## src/logic/acs_pkg.sv

```systemverilog
package acs_pkg;

  localparam int CLK_HZ = 20_000_000;
  localparam int CLK_PERIOD_NS = 50;

  // power-on window before the clocking strap is taken
  localparam int POR_TIME_US = 1000;
  localparam int POR_CYCLES = POR_TIME_US * (CLK_HZ / 1_000_000);
  localparam int POR_CNT_W = 16;

  // result frame
  localparam int FRAME_BITS = 24;
  localparam int DATA_BITS = 23;
  localparam int BIT_CNT_W = 5;
  localparam logic EOC_DONE = 1'b0;

  // internal serial clock, half period as a least time
  localparam int SCK_HALF_NS = 1000;
  localparam int SCK_HALF_CYC =
    (SCK_HALF_NS + CLK_PERIOD_NS - 1) / CLK_PERIOD_NS;
  localparam int TMR_W = 8;

  // front-end sampling clock, internal oscillator
  localparam int SAMP_STD_HZ = 76800;
  localparam int SAMP_ALT_HZ = 69900;
  localparam int SAMP_STD_HALF = CLK_HZ / (2 * SAMP_STD_HZ);
  localparam int SAMP_ALT_HALF = CLK_HZ / (2 * SAMP_ALT_HZ);
  localparam int SAMP_CNT_W = 8;

  // external oscillator presence on the notch select pin
  localparam int OSC_IDLE_CYC = 64;
  localparam int OSC_IDLE_W = 7;

  localparam int FIFO_DEPTH = 8;

  // reset values
  localparam logic SCK_RST = 1'b1;
  localparam logic SDO_RST = 1'b1;
  localparam logic SAMP_RST = 1'b0;

  typedef enum logic [4:0] {
    ST_POR = 5'h01,
    ST_CONV = 5'h02,
    ST_DONE = 5'h04,
    ST_HIGH = 5'h08,
    ST_LOW = 5'h10
  } acs_state_type;

endpackage

```

## src/logic/acs_fifo.sv

```systemverilog
`timescale 1ns/1ns
module acs_fifo #(
  parameter int WIDTH = acs_pkg::DATA_BITS,
  parameter int DEPTH = acs_pkg::FIFO_DEPTH
) (
  input wire logic ref_clk_in,
  input wire logic rst_n_in,
  input wire logic in_valid_in,
  output logic in_ready_out,
  input wire logic [WIDTH-1:0] in_data_in,
  output logic out_valid_out,
  input wire logic out_ready_in,
  output logic [WIDTH-1:0] out_data_out
);

  localparam int AW = $clog2(DEPTH);

  typedef struct packed {
    logic [DEPTH-1:0][WIDTH-1:0] mem;
    logic [AW-1:0] wr;
    logic [AW-1:0] rd;
    logic [AW:0] cnt;
  } acs_fifo_st_type;

  acs_fifo_st_type s_r;
  acs_fifo_st_type s_nxt;
  logic push;
  logic pop;

  // depth must be a power of two so the pointers wrap by themselves
  assign in_ready_out = (s_r.cnt != (AW + 1)'(DEPTH));
  assign out_valid_out = (s_r.cnt != '0);
  assign out_data_out = s_r.mem[s_r.rd];
  assign push = in_valid_in && in_ready_out;
  assign pop = out_valid_out && out_ready_in;

  always_comb begin
    s_nxt = s_r;
    if (push) begin
      s_nxt.mem[s_r.wr] = in_data_in;
      s_nxt.wr = s_r.wr + 1'b1;
    end
    if (pop) begin
      s_nxt.rd = s_r.rd + 1'b1;
    end
    if (push && !pop) begin
      s_nxt.cnt = s_r.cnt + 1'b1;
    end else if (pop && !push) begin
      s_nxt.cnt = s_r.cnt - 1'b1;
    end
    if (!rst_n_in) begin
      s_nxt.wr = '0;
      s_nxt.rd = '0;
      s_nxt.cnt = '0;
    end
  end

  always_ff @(posedge ref_clk_in) begin
    s_r <= s_nxt;
  end

endmodule

```

## src/logic/acs_serial_out.sv

```systemverilog
`timescale 1ns/1ns
module acs_serial_out #(
  parameter int POR_CYCLES = acs_pkg::POR_CYCLES,
  parameter bit ALT_NOTCH = 1'b0
) (
  input wire logic ref_clk_in,
  input wire logic rst_n_in,
  input wire logic sck_in,
  output logic sck_out,
  output logic sck_oe_out,
  output logic sck_pullup_out,
  output logic sdo_out,
  output logic sdo_oe_out,
  input wire logic notch_oscillator_select_in,
  output logic samp_clk_out,
  output logic ext_osc_out,
  output logic ext_sck_mode_out,
  input wire logic conv_valid_in,
  output logic conv_ready_out,
  input wire logic [acs_pkg::DATA_BITS-1:0] conv_data_in,
  output logic conv_start_out
);

  localparam int SAMP_HALF =
    ALT_NOTCH ? acs_pkg::SAMP_ALT_HALF : acs_pkg::SAMP_STD_HALF;
  localparam int HALF_C = SAMP_HALF;
  localparam int SCK_HALF_END = acs_pkg::SCK_HALF_CYC - 1;

  typedef struct packed {
    acs_pkg::acs_state_type state;
    logic sck_s1;
    logic sck_s2;
    logic sck_s3;
    logic osc_s1;
    logic osc_s2;
    logic osc_s3;
    logic [acs_pkg::POR_CNT_W-1:0] por_cnt;
    logic ext_mode;
    logic [acs_pkg::TMR_W-1:0] tmr;
    logic [acs_pkg::BIT_CNT_W-1:0] bit_cnt;
    logic [acs_pkg::FRAME_BITS-1:0] shreg;
    logic sck;
    logic sdo;
    logic samp_clk;
    logic [acs_pkg::SAMP_CNT_W-1:0] samp_cnt;
    logic [acs_pkg::OSC_IDLE_W-1:0] osc_idle;
    logic osc_active;
    logic conv_start;
  } acs_st_type;

  acs_st_type s_r;
  acs_st_type s_nxt;
  logic fifo_valid;
  logic fifo_pop;
  logic [acs_pkg::DATA_BITS-1:0] fifo_data;
  logic osc_rise;
  logic ext_rise;
  logic ext_fall;

  function automatic logic in_frame(acs_pkg::acs_state_type st);
    in_frame = (st == acs_pkg::ST_DONE) || (st == acs_pkg::ST_HIGH) ||
               (st == acs_pkg::ST_LOW);
  endfunction

  acs_fifo #(
    .WIDTH(acs_pkg::DATA_BITS),
    .DEPTH(acs_pkg::FIFO_DEPTH)
  ) u_fifo (
    .ref_clk_in(ref_clk_in),
    .rst_n_in(rst_n_in),
    .in_valid_in(conv_valid_in),
    .in_ready_out(conv_ready_out),
    .in_data_in(conv_data_in),
    .out_valid_out(fifo_valid),
    .out_ready_in(fifo_pop),
    .out_data_out(fifo_data)
  );

  // edges only from the second and third stages, never the first
  assign osc_rise = s_r.osc_s2 && !s_r.osc_s3;
  assign ext_rise = s_r.sck_s2 && !s_r.sck_s3;
  assign ext_fall = !s_r.sck_s2 && s_r.sck_s3;
  assign fifo_pop = (s_r.state == acs_pkg::ST_CONV) && fifo_valid;

  assign sck_out = s_r.sck;
  assign sck_oe_out = (s_r.state != acs_pkg::ST_POR) && !s_r.ext_mode;
  assign sck_pullup_out = (s_r.state == acs_pkg::ST_POR);
  assign sdo_out = s_r.sdo;
  assign sdo_oe_out = (s_r.state != acs_pkg::ST_POR);
  assign samp_clk_out = s_r.samp_clk;
  assign ext_osc_out = s_r.osc_active;
  assign ext_sck_mode_out = s_r.ext_mode;
  assign conv_start_out = s_r.conv_start;

  always_comb begin
    s_nxt = s_r;
    s_nxt.sck_s1 = sck_in;
    s_nxt.sck_s2 = s_r.sck_s1;
    s_nxt.sck_s3 = s_r.sck_s2;
    s_nxt.osc_s1 = notch_oscillator_select_in;
    s_nxt.osc_s2 = s_r.osc_s1;
    s_nxt.osc_s3 = s_r.osc_s2;
    s_nxt.conv_start = 1'b0;

    // oscillator watchdog: rising pin edges within the window mean external
    if (osc_rise) begin
      s_nxt.osc_idle = '0;
      s_nxt.osc_active = 1'b1;
    end else if (s_r.osc_idle ==
                 acs_pkg::OSC_IDLE_W'(acs_pkg::OSC_IDLE_CYC)) begin
      s_nxt.osc_active = 1'b0;
    end else begin
      s_nxt.osc_idle = s_r.osc_idle + 1'b1;
    end

    if (s_r.osc_active) begin
      s_nxt.samp_cnt = '0;
      if (osc_rise) begin
        s_nxt.samp_clk = !s_r.samp_clk;
      end
    end else if (s_r.samp_cnt == acs_pkg::SAMP_CNT_W'(SAMP_HALF - 1)) begin
      s_nxt.samp_cnt = '0;
      s_nxt.samp_clk = !s_r.samp_clk;
    end else begin
      s_nxt.samp_cnt = s_r.samp_cnt + 1'b1;
    end

    unique case (s_r.state)
      acs_pkg::ST_POR: begin
        if (s_r.por_cnt == acs_pkg::POR_CNT_W'(POR_CYCLES - 1)) begin
          s_nxt.ext_mode = !s_r.sck_s2;
          s_nxt.state = acs_pkg::ST_CONV;
        end else begin
          s_nxt.por_cnt = s_r.por_cnt + 1'b1;
        end
      end
      acs_pkg::ST_CONV: begin
        s_nxt.sck = 1'b1;
        s_nxt.sdo = 1'b1;
        if (fifo_valid) begin
          s_nxt.shreg = {acs_pkg::EOC_DONE, fifo_data};
          s_nxt.sdo = acs_pkg::EOC_DONE;
          s_nxt.sck = s_r.ext_mode;
          s_nxt.tmr = acs_pkg::TMR_W'(acs_pkg::SCK_HALF_CYC - 1);
          s_nxt.bit_cnt = '0;
          s_nxt.state = acs_pkg::ST_DONE;
        end
      end
      acs_pkg::ST_DONE: begin
        if (s_r.ext_mode) begin
          // external clock: the host paces the frame from its own edges
          if (ext_rise) begin
            s_nxt.bit_cnt = s_r.bit_cnt + 1'b1;
          end else if (ext_fall && s_r.bit_cnt != '0) begin
            if (s_r.bit_cnt == acs_pkg::BIT_CNT_W'(acs_pkg::FRAME_BITS)) begin
              s_nxt.sdo = 1'b1;
              s_nxt.conv_start = 1'b1;
              s_nxt.state = acs_pkg::ST_CONV;
            end else begin
              s_nxt.shreg = s_r.shreg << 1;
              s_nxt.sdo = s_r.shreg[acs_pkg::FRAME_BITS-2];
            end
          end
        end else if (s_r.tmr == '0) begin
          s_nxt.sck = 1'b1;
          s_nxt.bit_cnt = 5'h01;
          s_nxt.tmr = acs_pkg::TMR_W'(acs_pkg::SCK_HALF_CYC - 1);
          s_nxt.state = acs_pkg::ST_HIGH;
        end else begin
          s_nxt.tmr = s_r.tmr - 1'b1;
        end
      end
      acs_pkg::ST_HIGH: begin
        if (s_r.bit_cnt == acs_pkg::BIT_CNT_W'(acs_pkg::FRAME_BITS)) begin
          // one cycle after the last rise so the host still sees bit 24
          s_nxt.sdo = 1'b1;
          s_nxt.conv_start = 1'b1;
          s_nxt.state = acs_pkg::ST_CONV;
        end else if (s_r.tmr == '0) begin
          s_nxt.sck = 1'b0;
          s_nxt.shreg = s_r.shreg << 1;
          s_nxt.sdo = s_r.shreg[acs_pkg::FRAME_BITS-2];
          s_nxt.tmr = acs_pkg::TMR_W'(acs_pkg::SCK_HALF_CYC - 1);
          s_nxt.state = acs_pkg::ST_LOW;
        end else begin
          s_nxt.tmr = s_r.tmr - 1'b1;
        end
      end
      acs_pkg::ST_LOW: begin
        if (s_r.tmr == '0) begin
          s_nxt.sck = 1'b1;
          s_nxt.bit_cnt = s_r.bit_cnt + 1'b1;
          s_nxt.tmr = acs_pkg::TMR_W'(acs_pkg::SCK_HALF_CYC - 1);
          s_nxt.state = acs_pkg::ST_HIGH;
        end else begin
          s_nxt.tmr = s_r.tmr - 1'b1;
        end
      end
      default: begin
        s_nxt.state = acs_pkg::ST_POR;
      end
    endcase

    // synchronous reset; synchronisers keep sampling so the strap is valid
    if (!rst_n_in) begin
      s_nxt.state = acs_pkg::ST_POR;
      s_nxt.por_cnt = '0;
      s_nxt.ext_mode = 1'b0;
      s_nxt.tmr = '0;
      s_nxt.bit_cnt = '0;
      s_nxt.shreg = '0;
      s_nxt.sck = acs_pkg::SCK_RST;
      s_nxt.sdo = acs_pkg::SDO_RST;
      s_nxt.samp_clk = acs_pkg::SAMP_RST;
      s_nxt.samp_cnt = '0;
      s_nxt.osc_idle = '0;
      s_nxt.osc_active = 1'b0;
      s_nxt.conv_start = 1'b0;
    end
  end

  always_ff @(posedge ref_clk_in) begin
    s_r <= s_nxt;
  end

  chk_sck_drive_mode: assert property (
    @(posedge ref_clk_in) disable iff (!rst_n_in)
    (s_r.state != acs_pkg::ST_POR) |->
      (sck_oe_out == !ext_sck_mode_out) && sdo_oe_out)
    else $error("sck drive does not follow clock mode");

  chk_pullup_por: assert property (
    @(posedge ref_clk_in) disable iff (!rst_n_in)
    (s_r.state == acs_pkg::ST_POR) |-> sck_pullup_out && !sck_oe_out)
    else $error("pull-up missing or sck driven in power-on");

  chk_mode_latch: assert property (
    @(posedge ref_clk_in) disable iff (!rst_n_in)
    ((s_r.state == acs_pkg::ST_POR) &&
     (s_r.por_cnt == acs_pkg::POR_CNT_W'(POR_CYCLES - 1))) |=>
      (ext_sck_mode_out == !$past(s_r.sck_s2)) &&
      (s_r.state == acs_pkg::ST_CONV))
    else $error("clock mode not taken from sck at power-on end");

  chk_conv_high: assert property (
    @(posedge ref_clk_in) disable iff (!rst_n_in)
    (s_r.state == acs_pkg::ST_CONV) |-> sck_out && sdo_out)
    else $error("sck or sdo low during conversion");

  chk_done_low: assert property (
    @(posedge ref_clk_in) disable iff (!rst_n_in)
    (fifo_pop && !ext_sck_mode_out) |=> !sck_out && !sdo_out
      && (s_r.shreg[acs_pkg::DATA_BITS-1:0] == $past(fifo_data)))
    else $error("completion not shown as sck and sdo low");

  chk_frame_len: assert property (
    @(posedge ref_clk_in) disable iff (!rst_n_in)
    ((s_r.state == acs_pkg::ST_CONV) && in_frame($past(s_r.state)) &&
     !ext_sck_mode_out) |->
      ($past(s_r.bit_cnt) == acs_pkg::BIT_CNT_W'(acs_pkg::FRAME_BITS)))
    else $error("frame did not end after the 24th rise");

  chk_sdo_on_fall: assert property (
    @(posedge ref_clk_in) disable iff (!rst_n_in)
    (!ext_sck_mode_out && $changed(sdo_out) &&
     ((s_r.state == acs_pkg::ST_HIGH) || (s_r.state == acs_pkg::ST_LOW)))
      |-> $fell(sck_out))
    else $error("sdo moved away from a falling sck edge");

  chk_end_raise: assert property (
    @(posedge ref_clk_in) disable iff (!rst_n_in)
    (!ext_sck_mode_out && (s_r.state == acs_pkg::ST_HIGH) &&
     (s_r.bit_cnt == acs_pkg::BIT_CNT_W'(acs_pkg::FRAME_BITS))) |=>
      sdo_out && sck_out && conv_start_out ##1 !conv_start_out)
    else $error("frame end did not raise sdo and restart");

  chk_samp_int: assert property (
    @(posedge ref_clk_in) disable iff (!rst_n_in)
    ($rose(samp_clk_out) && !s_r.osc_active) |->
      ##[HALF_C:HALF_C] ($fell(samp_clk_out) || s_r.osc_active ||
                         $past(s_r.osc_active, 2)))
    else $error("internal sampling half period wrong");

  chk_samp_ext: assert property (
    @(posedge ref_clk_in) disable iff (!rst_n_in)
    (s_r.osc_active && osc_rise) |=>
      (samp_clk_out != $past(samp_clk_out)))
    else $error("sampling clock not toggled by external oscillator");

  chk_eoc_first: assert property (
    @(posedge ref_clk_in) disable iff (!rst_n_in)
    fifo_pop |=> (s_r.shreg[acs_pkg::FRAME_BITS-1] == acs_pkg::EOC_DONE)
      && (sdo_out == acs_pkg::EOC_DONE))
    else $error("frame does not open with the done bit");

  chk_sck_low_len: assert property (
    @(posedge ref_clk_in) disable iff (!rst_n_in)
    ($fell(sck_out) && !ext_sck_mode_out &&
     (s_r.state == acs_pkg::ST_LOW)) |->
      ##[SCK_HALF_END:SCK_HALF_END] !sck_out ##1 sck_out)
    else $error("internal sck low half has the wrong length");

  chk_sck_high_len: assert property (
    @(posedge ref_clk_in) disable iff (!rst_n_in)
    ($rose(sck_out) && !ext_sck_mode_out &&
     (s_r.state == acs_pkg::ST_HIGH) &&
     (s_r.bit_cnt != acs_pkg::BIT_CNT_W'(acs_pkg::FRAME_BITS))) |->
      ##[SCK_HALF_END:SCK_HALF_END] sck_out ##1 !sck_out)
    else $error("internal sck high half has the wrong length");

  chk_start_pulse: assert property (
    @(posedge ref_clk_in) disable iff (!rst_n_in)
    conv_start_out |-> (s_r.state == acs_pkg::ST_CONV) && sdo_out &&
      !$past(conv_start_out))
    else $error("conversion start not one pulse on entering convert");

  cov_frame_done: cover property (
    @(posedge ref_clk_in) disable iff (!rst_n_in)
    (s_r.state == acs_pkg::ST_HIGH) ##1 (s_r.state == acs_pkg::ST_CONV));

  cov_ext_mode: cover property (
    @(posedge ref_clk_in) disable iff (!rst_n_in)
    $rose(ext_sck_mode_out));

  cov_ext_osc: cover property (
    @(posedge ref_clk_in) disable iff (!rst_n_in)
    $rose(ext_osc_out));

  cov_fifo_full: cover property (
    @(posedge ref_clk_in) disable iff (!rst_n_in)
    conv_valid_in && !conv_ready_out);

endmodule

```

## config.mk

```make
export PLATFORM = sky130hd
export DESIGN_NAME = acs_serial_out
export DESIGN_NICKNAME = d
export VERILOG_FILES = /design/src/logic/acs_pkg.sv /design/src/logic/acs_fifo.sv /design/src/logic/acs_serial_out.sv
export SDC_FILE = /design/constraint.sdc
export NUM_CORES = 1
export LEC_CHECK = 0
export BUFFER_PORTS_ARGS = -buffer_cell sky130_fd_sc_hd__buf_2
export CORE_MARGIN = 2
export CORE_UTILIZATION = 60
export DETAILED_ROUTE_END_ITERATION = 8
export PLACE_DENSITY_LB_ADDON = 0.12
export SLEW_MARGIN = 20
export SYNTH_ARGS = -nofsm -noshare
export SYNTH_HDL_FRONTEND = slang
export SYNTH_SLANG_ARGS = --single-unit
```

## constraint.sdc

```tcl
create_clock -name ref_clk_in -period 7.1 [get_ports ref_clk_in]
set_input_delay 0.71 -clock ref_clk_in [delete_from_list [all_inputs] [get_ports ref_clk_in]]
set_output_delay 0.71 -clock ref_clk_in [all_outputs]
set_load 0.01 [all_outputs]
```

==> results.sh <==
export IMPL_status="finished, final reports clean"
export IMPL_synth_top_family_by_area="multiplexers"
export IMPL_layout_cells_most_common_list="edfxtp_1 (184), dfxtp_1 (92), nor2_1 (72), a21oi_1 (63), mux4_2 (46)"
export IMPL_grt_max_degree=55
export IMPL_dieArea_mm2=0.0206
export IMPL_dp_hpwl_um=13700
export IMPL_fmax_ghz=0.344
export IMPL_period_needed_ns=2.91
export IMPL_synth_cells=825
export IMPL_wirelength_um=22600
export IMPL_yosys_warnings=0
export IMPL_start_util=0.606
export IMPL_stdcell_area_mm2=0.0131
export IMPL_fin_skew_ns=0.0175
export IMPL_muxShareOfSynthArea=0.113
export IMPL_ir_drop_mv=0.260
export IMPL_start_kind="flip-flop"
export IMPL_p_per_area_mw_per_mm2=318
export IMPL_cts_setup_buffers=0
export IMPL_synth_top_cell_area_share=0.473
export IMPL_cts_buffers_inserted=29
export IMPL_drc=0
export IMPL_worstMarginPinSlew_ns=0.973
export IMPL_rsz0062_at_grt="no"
export IMPL_synth_seq_area_share=0.634
export IMPL_crit_required_ns=7.57
export IMPL_antenna_left=0
export IMPL_overflow=0
export IMPL_crit_path_max_fanout=6
export IMPL_synth_cell_types=68
export IMPL_drtIter0Drc=348
export IMPL_core_area_mm2=0.0193
export IMPL_grt_busiest_layer="met2"
export IMPL_cp_end_kind="flip-flop"
export IMPL_synth_compound_area_frac=0.0937
export IMPL_cts_resized=0
export IMPL_vias=7037
export IMPL_synth_area_top_cells="edfxtp_1 (47%), dfxtp_1 (16%), mux4_2 (8.9%)"
export IMPL_hp_class="input pin to flip-flop"
export IMPL_ff2ff_setup_slack_ns=4.19
export IMPL_ys_ff_latch=278
export IMPL_tns_ns=0
export IMPL_io_pins=38
export IMPL_timing_slew_headroom=0.351
export IMPL_crit_arrival_ns=3.38
export IMPL_cts_root_buf="clkbuf_16"
export IMPL_synth_simple_gate_area_frac=0.0963
export IMPL_die_x_um=144
export IMPL_synthAdderAreaFrac=0.0167
export IMPL_grt_pass1_wl_um=36600
export IMPL_htree_levels=1
export IMPL_syn_area_mm2=0.0117
export IMPL_synth_edff_count=184
export IMPL_synth_xor_area_share=0.0240
export IMPL_cts_buffer_depth=3
export IMPL_yosysTopAreaCell="edfxtp_1"
export IMPL_antenna_found_initial=0
export IMPL_post_dp_cell_area_mm2=0.0122
export IMPL_place_congestion=0.789
export IMPL_setup_violations=0
export IMPL_io_buffers=37
export IMPL_track_usage=0.225
export IMPL_layout_commonest_cell="edfxtp_1"
export IMPL_use_met2=0.386
export IMPL_dr_pass1_iters=5
export IMPL_avgSynthCellArea_um2=14.2
export IMPL_async_flop_share=0
export IMPL_use_met1=0.308
export IMPL_grtUsageMet3=0.0323
export IMPL_avgViaCountPerCell=6.10
export IMPL_clk_latency_ns=0.55
export IMPL_critPathKind="flip-flop to flip-flop"
export IMPL_areaGrowthSynthToFinish_pct=12.5
export IMPL_finalNetCount=910
export IMPL_hold_viol_final=0
export IMPL_final_period_utilization=0.410
export IMPL_cts_sinks=278
export IMPL_path_clk_slew_ns=0.06
export IMPL_power_leakage_nw=4.27
export IMPL_die_h_um=144
export IMPL_drv_cap=0
export IMPL_diodes=0
export IMPL_mappedNetlistNets=868
export IMPL_synth_ff_type="edfxtp_1"
export IMPL_wl_per_cell_um=19.6
export IMPL_drive_gt1_frac=0.205
export IMPL_cts_tree="done"
export IMPL_drv_slew=0
export IMPL_grt_pass1_vias=7086
export IMPL_num_rows=51
export IMPL_ctsHoldBuffers=0
-- cells by family (layout without fill, tap and decap cells) --
logic type | count (synthesis) | after routing
buffers and inverters | 60 | 124
adder cells (fa/ha/maj) | 15 | 15
multiplexers | 74 | 74
AND/OR/NAND/NOR | 213 | 213
AO/OA/AOI/OAI | 153 | 153
flip-flops | 278 | 278
XOR/XNOR | 32 | 32
-- area by class of cell --
type / instances / area [um^2]
Clock buffer: 37 / 766
Timing Repair Buffer: 52 / 298
Clock inverter: 16 / 215
Fill cell: 1309 / 6130
Inverter: 19 / 71.3
Sequential cell: 278 / 7410
Multi-Input combinational cell: 487 / 4050
Tap cell: 265 / 332
-- power by group --
| group | total, W | switching, W | internal, W |
|---|---|---|---|
| logic | 0.000703 | 0.000434 | 0.000269 |
| clock network | 0.00154 | 0.000598 | 0.000944 |
| registers | 0.00193 | 0.0000898 | 0.00184 |
-- worst max-delay path, cell delays in order, from the launching register on --
cell	delay, ns
dfxtp_1	0.38
or4_1	0.65
nand3_1	0.26
ha_1	0.24
inv_1	0.09
ha_1	0.29
a21o_1	0.18
a21oi_1	0.19
xnor2_1	0.10
or3_1	0.31
a21oi_1	0.15
-- path summary, 6_finish.rpt --
check                                                 from             to  depth (start not counted)
worst min-delay path            notch_oscillator_select_in      s_nxt[75]                          1
worst max-delay path                         u_fifo.s_r[0]  u_fifo.s_r[3]                         10
worst min register to register                   s_nxt[75]      s_nxt[74]                          0
worst max register to register               u_fifo.s_r[0]  u_fifo.s_r[3]                         10
-- per-layer routing --
layer / vias to the layer above / share of wire
met2: 169 / 0.51
met3: 37 / 0.040
met5: - / 0
met4: 0 / 0.019
li1: 3297 / -
met1: 3534 / 0.43
-- state kept, by name (all words and copies together) (netlist names) --
signal and count:
s_r 74, conv_start_out 1, ext_sck_mode_out 1, sdo_out 1
s_nxt 4, u_fifo.s_r 194, ext_osc_out 1, sck_out 1
samp_clk_out 1
-- Yosys cell counts, drive strengths merged (4+ instances only) --
master  count
a21oi      63
and3        7
xnor2      14
a211oi     28
xor2       18
clkbuf     24
a32o        4
or4b        6
or3         9
and2        4
nor4        8
o211ai      6
mux2i      28
o311ai      4
nand2      26
a21boi      4
nand2b      5
nor3b       6
dfxtp      94
nand3      21
buf        17
nor3       17
edfxtp    184
mux4       46
nor4b       4
nor2       75
inv        18
o21ai      20
nand4       9
ha         14
-- stage by stage --
| stage | instances | power [W] | utilization | setup slack (ns) | hold WS, ns |
|---|---|---|---|---|---|
| final | 1154 | 0.00417 | 0.682 | 4.19 | 0.265 |
| after global routing | 1154 | 0.00436 | 0.682 | 3.96 | 0.250 |
| after CTS | 1154 | 0.00421 | 0.682 | 4.17 | 0.242 |
| after detailed placement | 1101 | 0.00267 | 0.631 | 4.18 | 0.315 |
| after global placement | 1101 | 0.00264 | 0.631 | 4.37 | 0.313 |
| after floorplan | 825 | 0.00246 | - | 3.59 | 0.310 |
(Power assumes the default switching activity.)
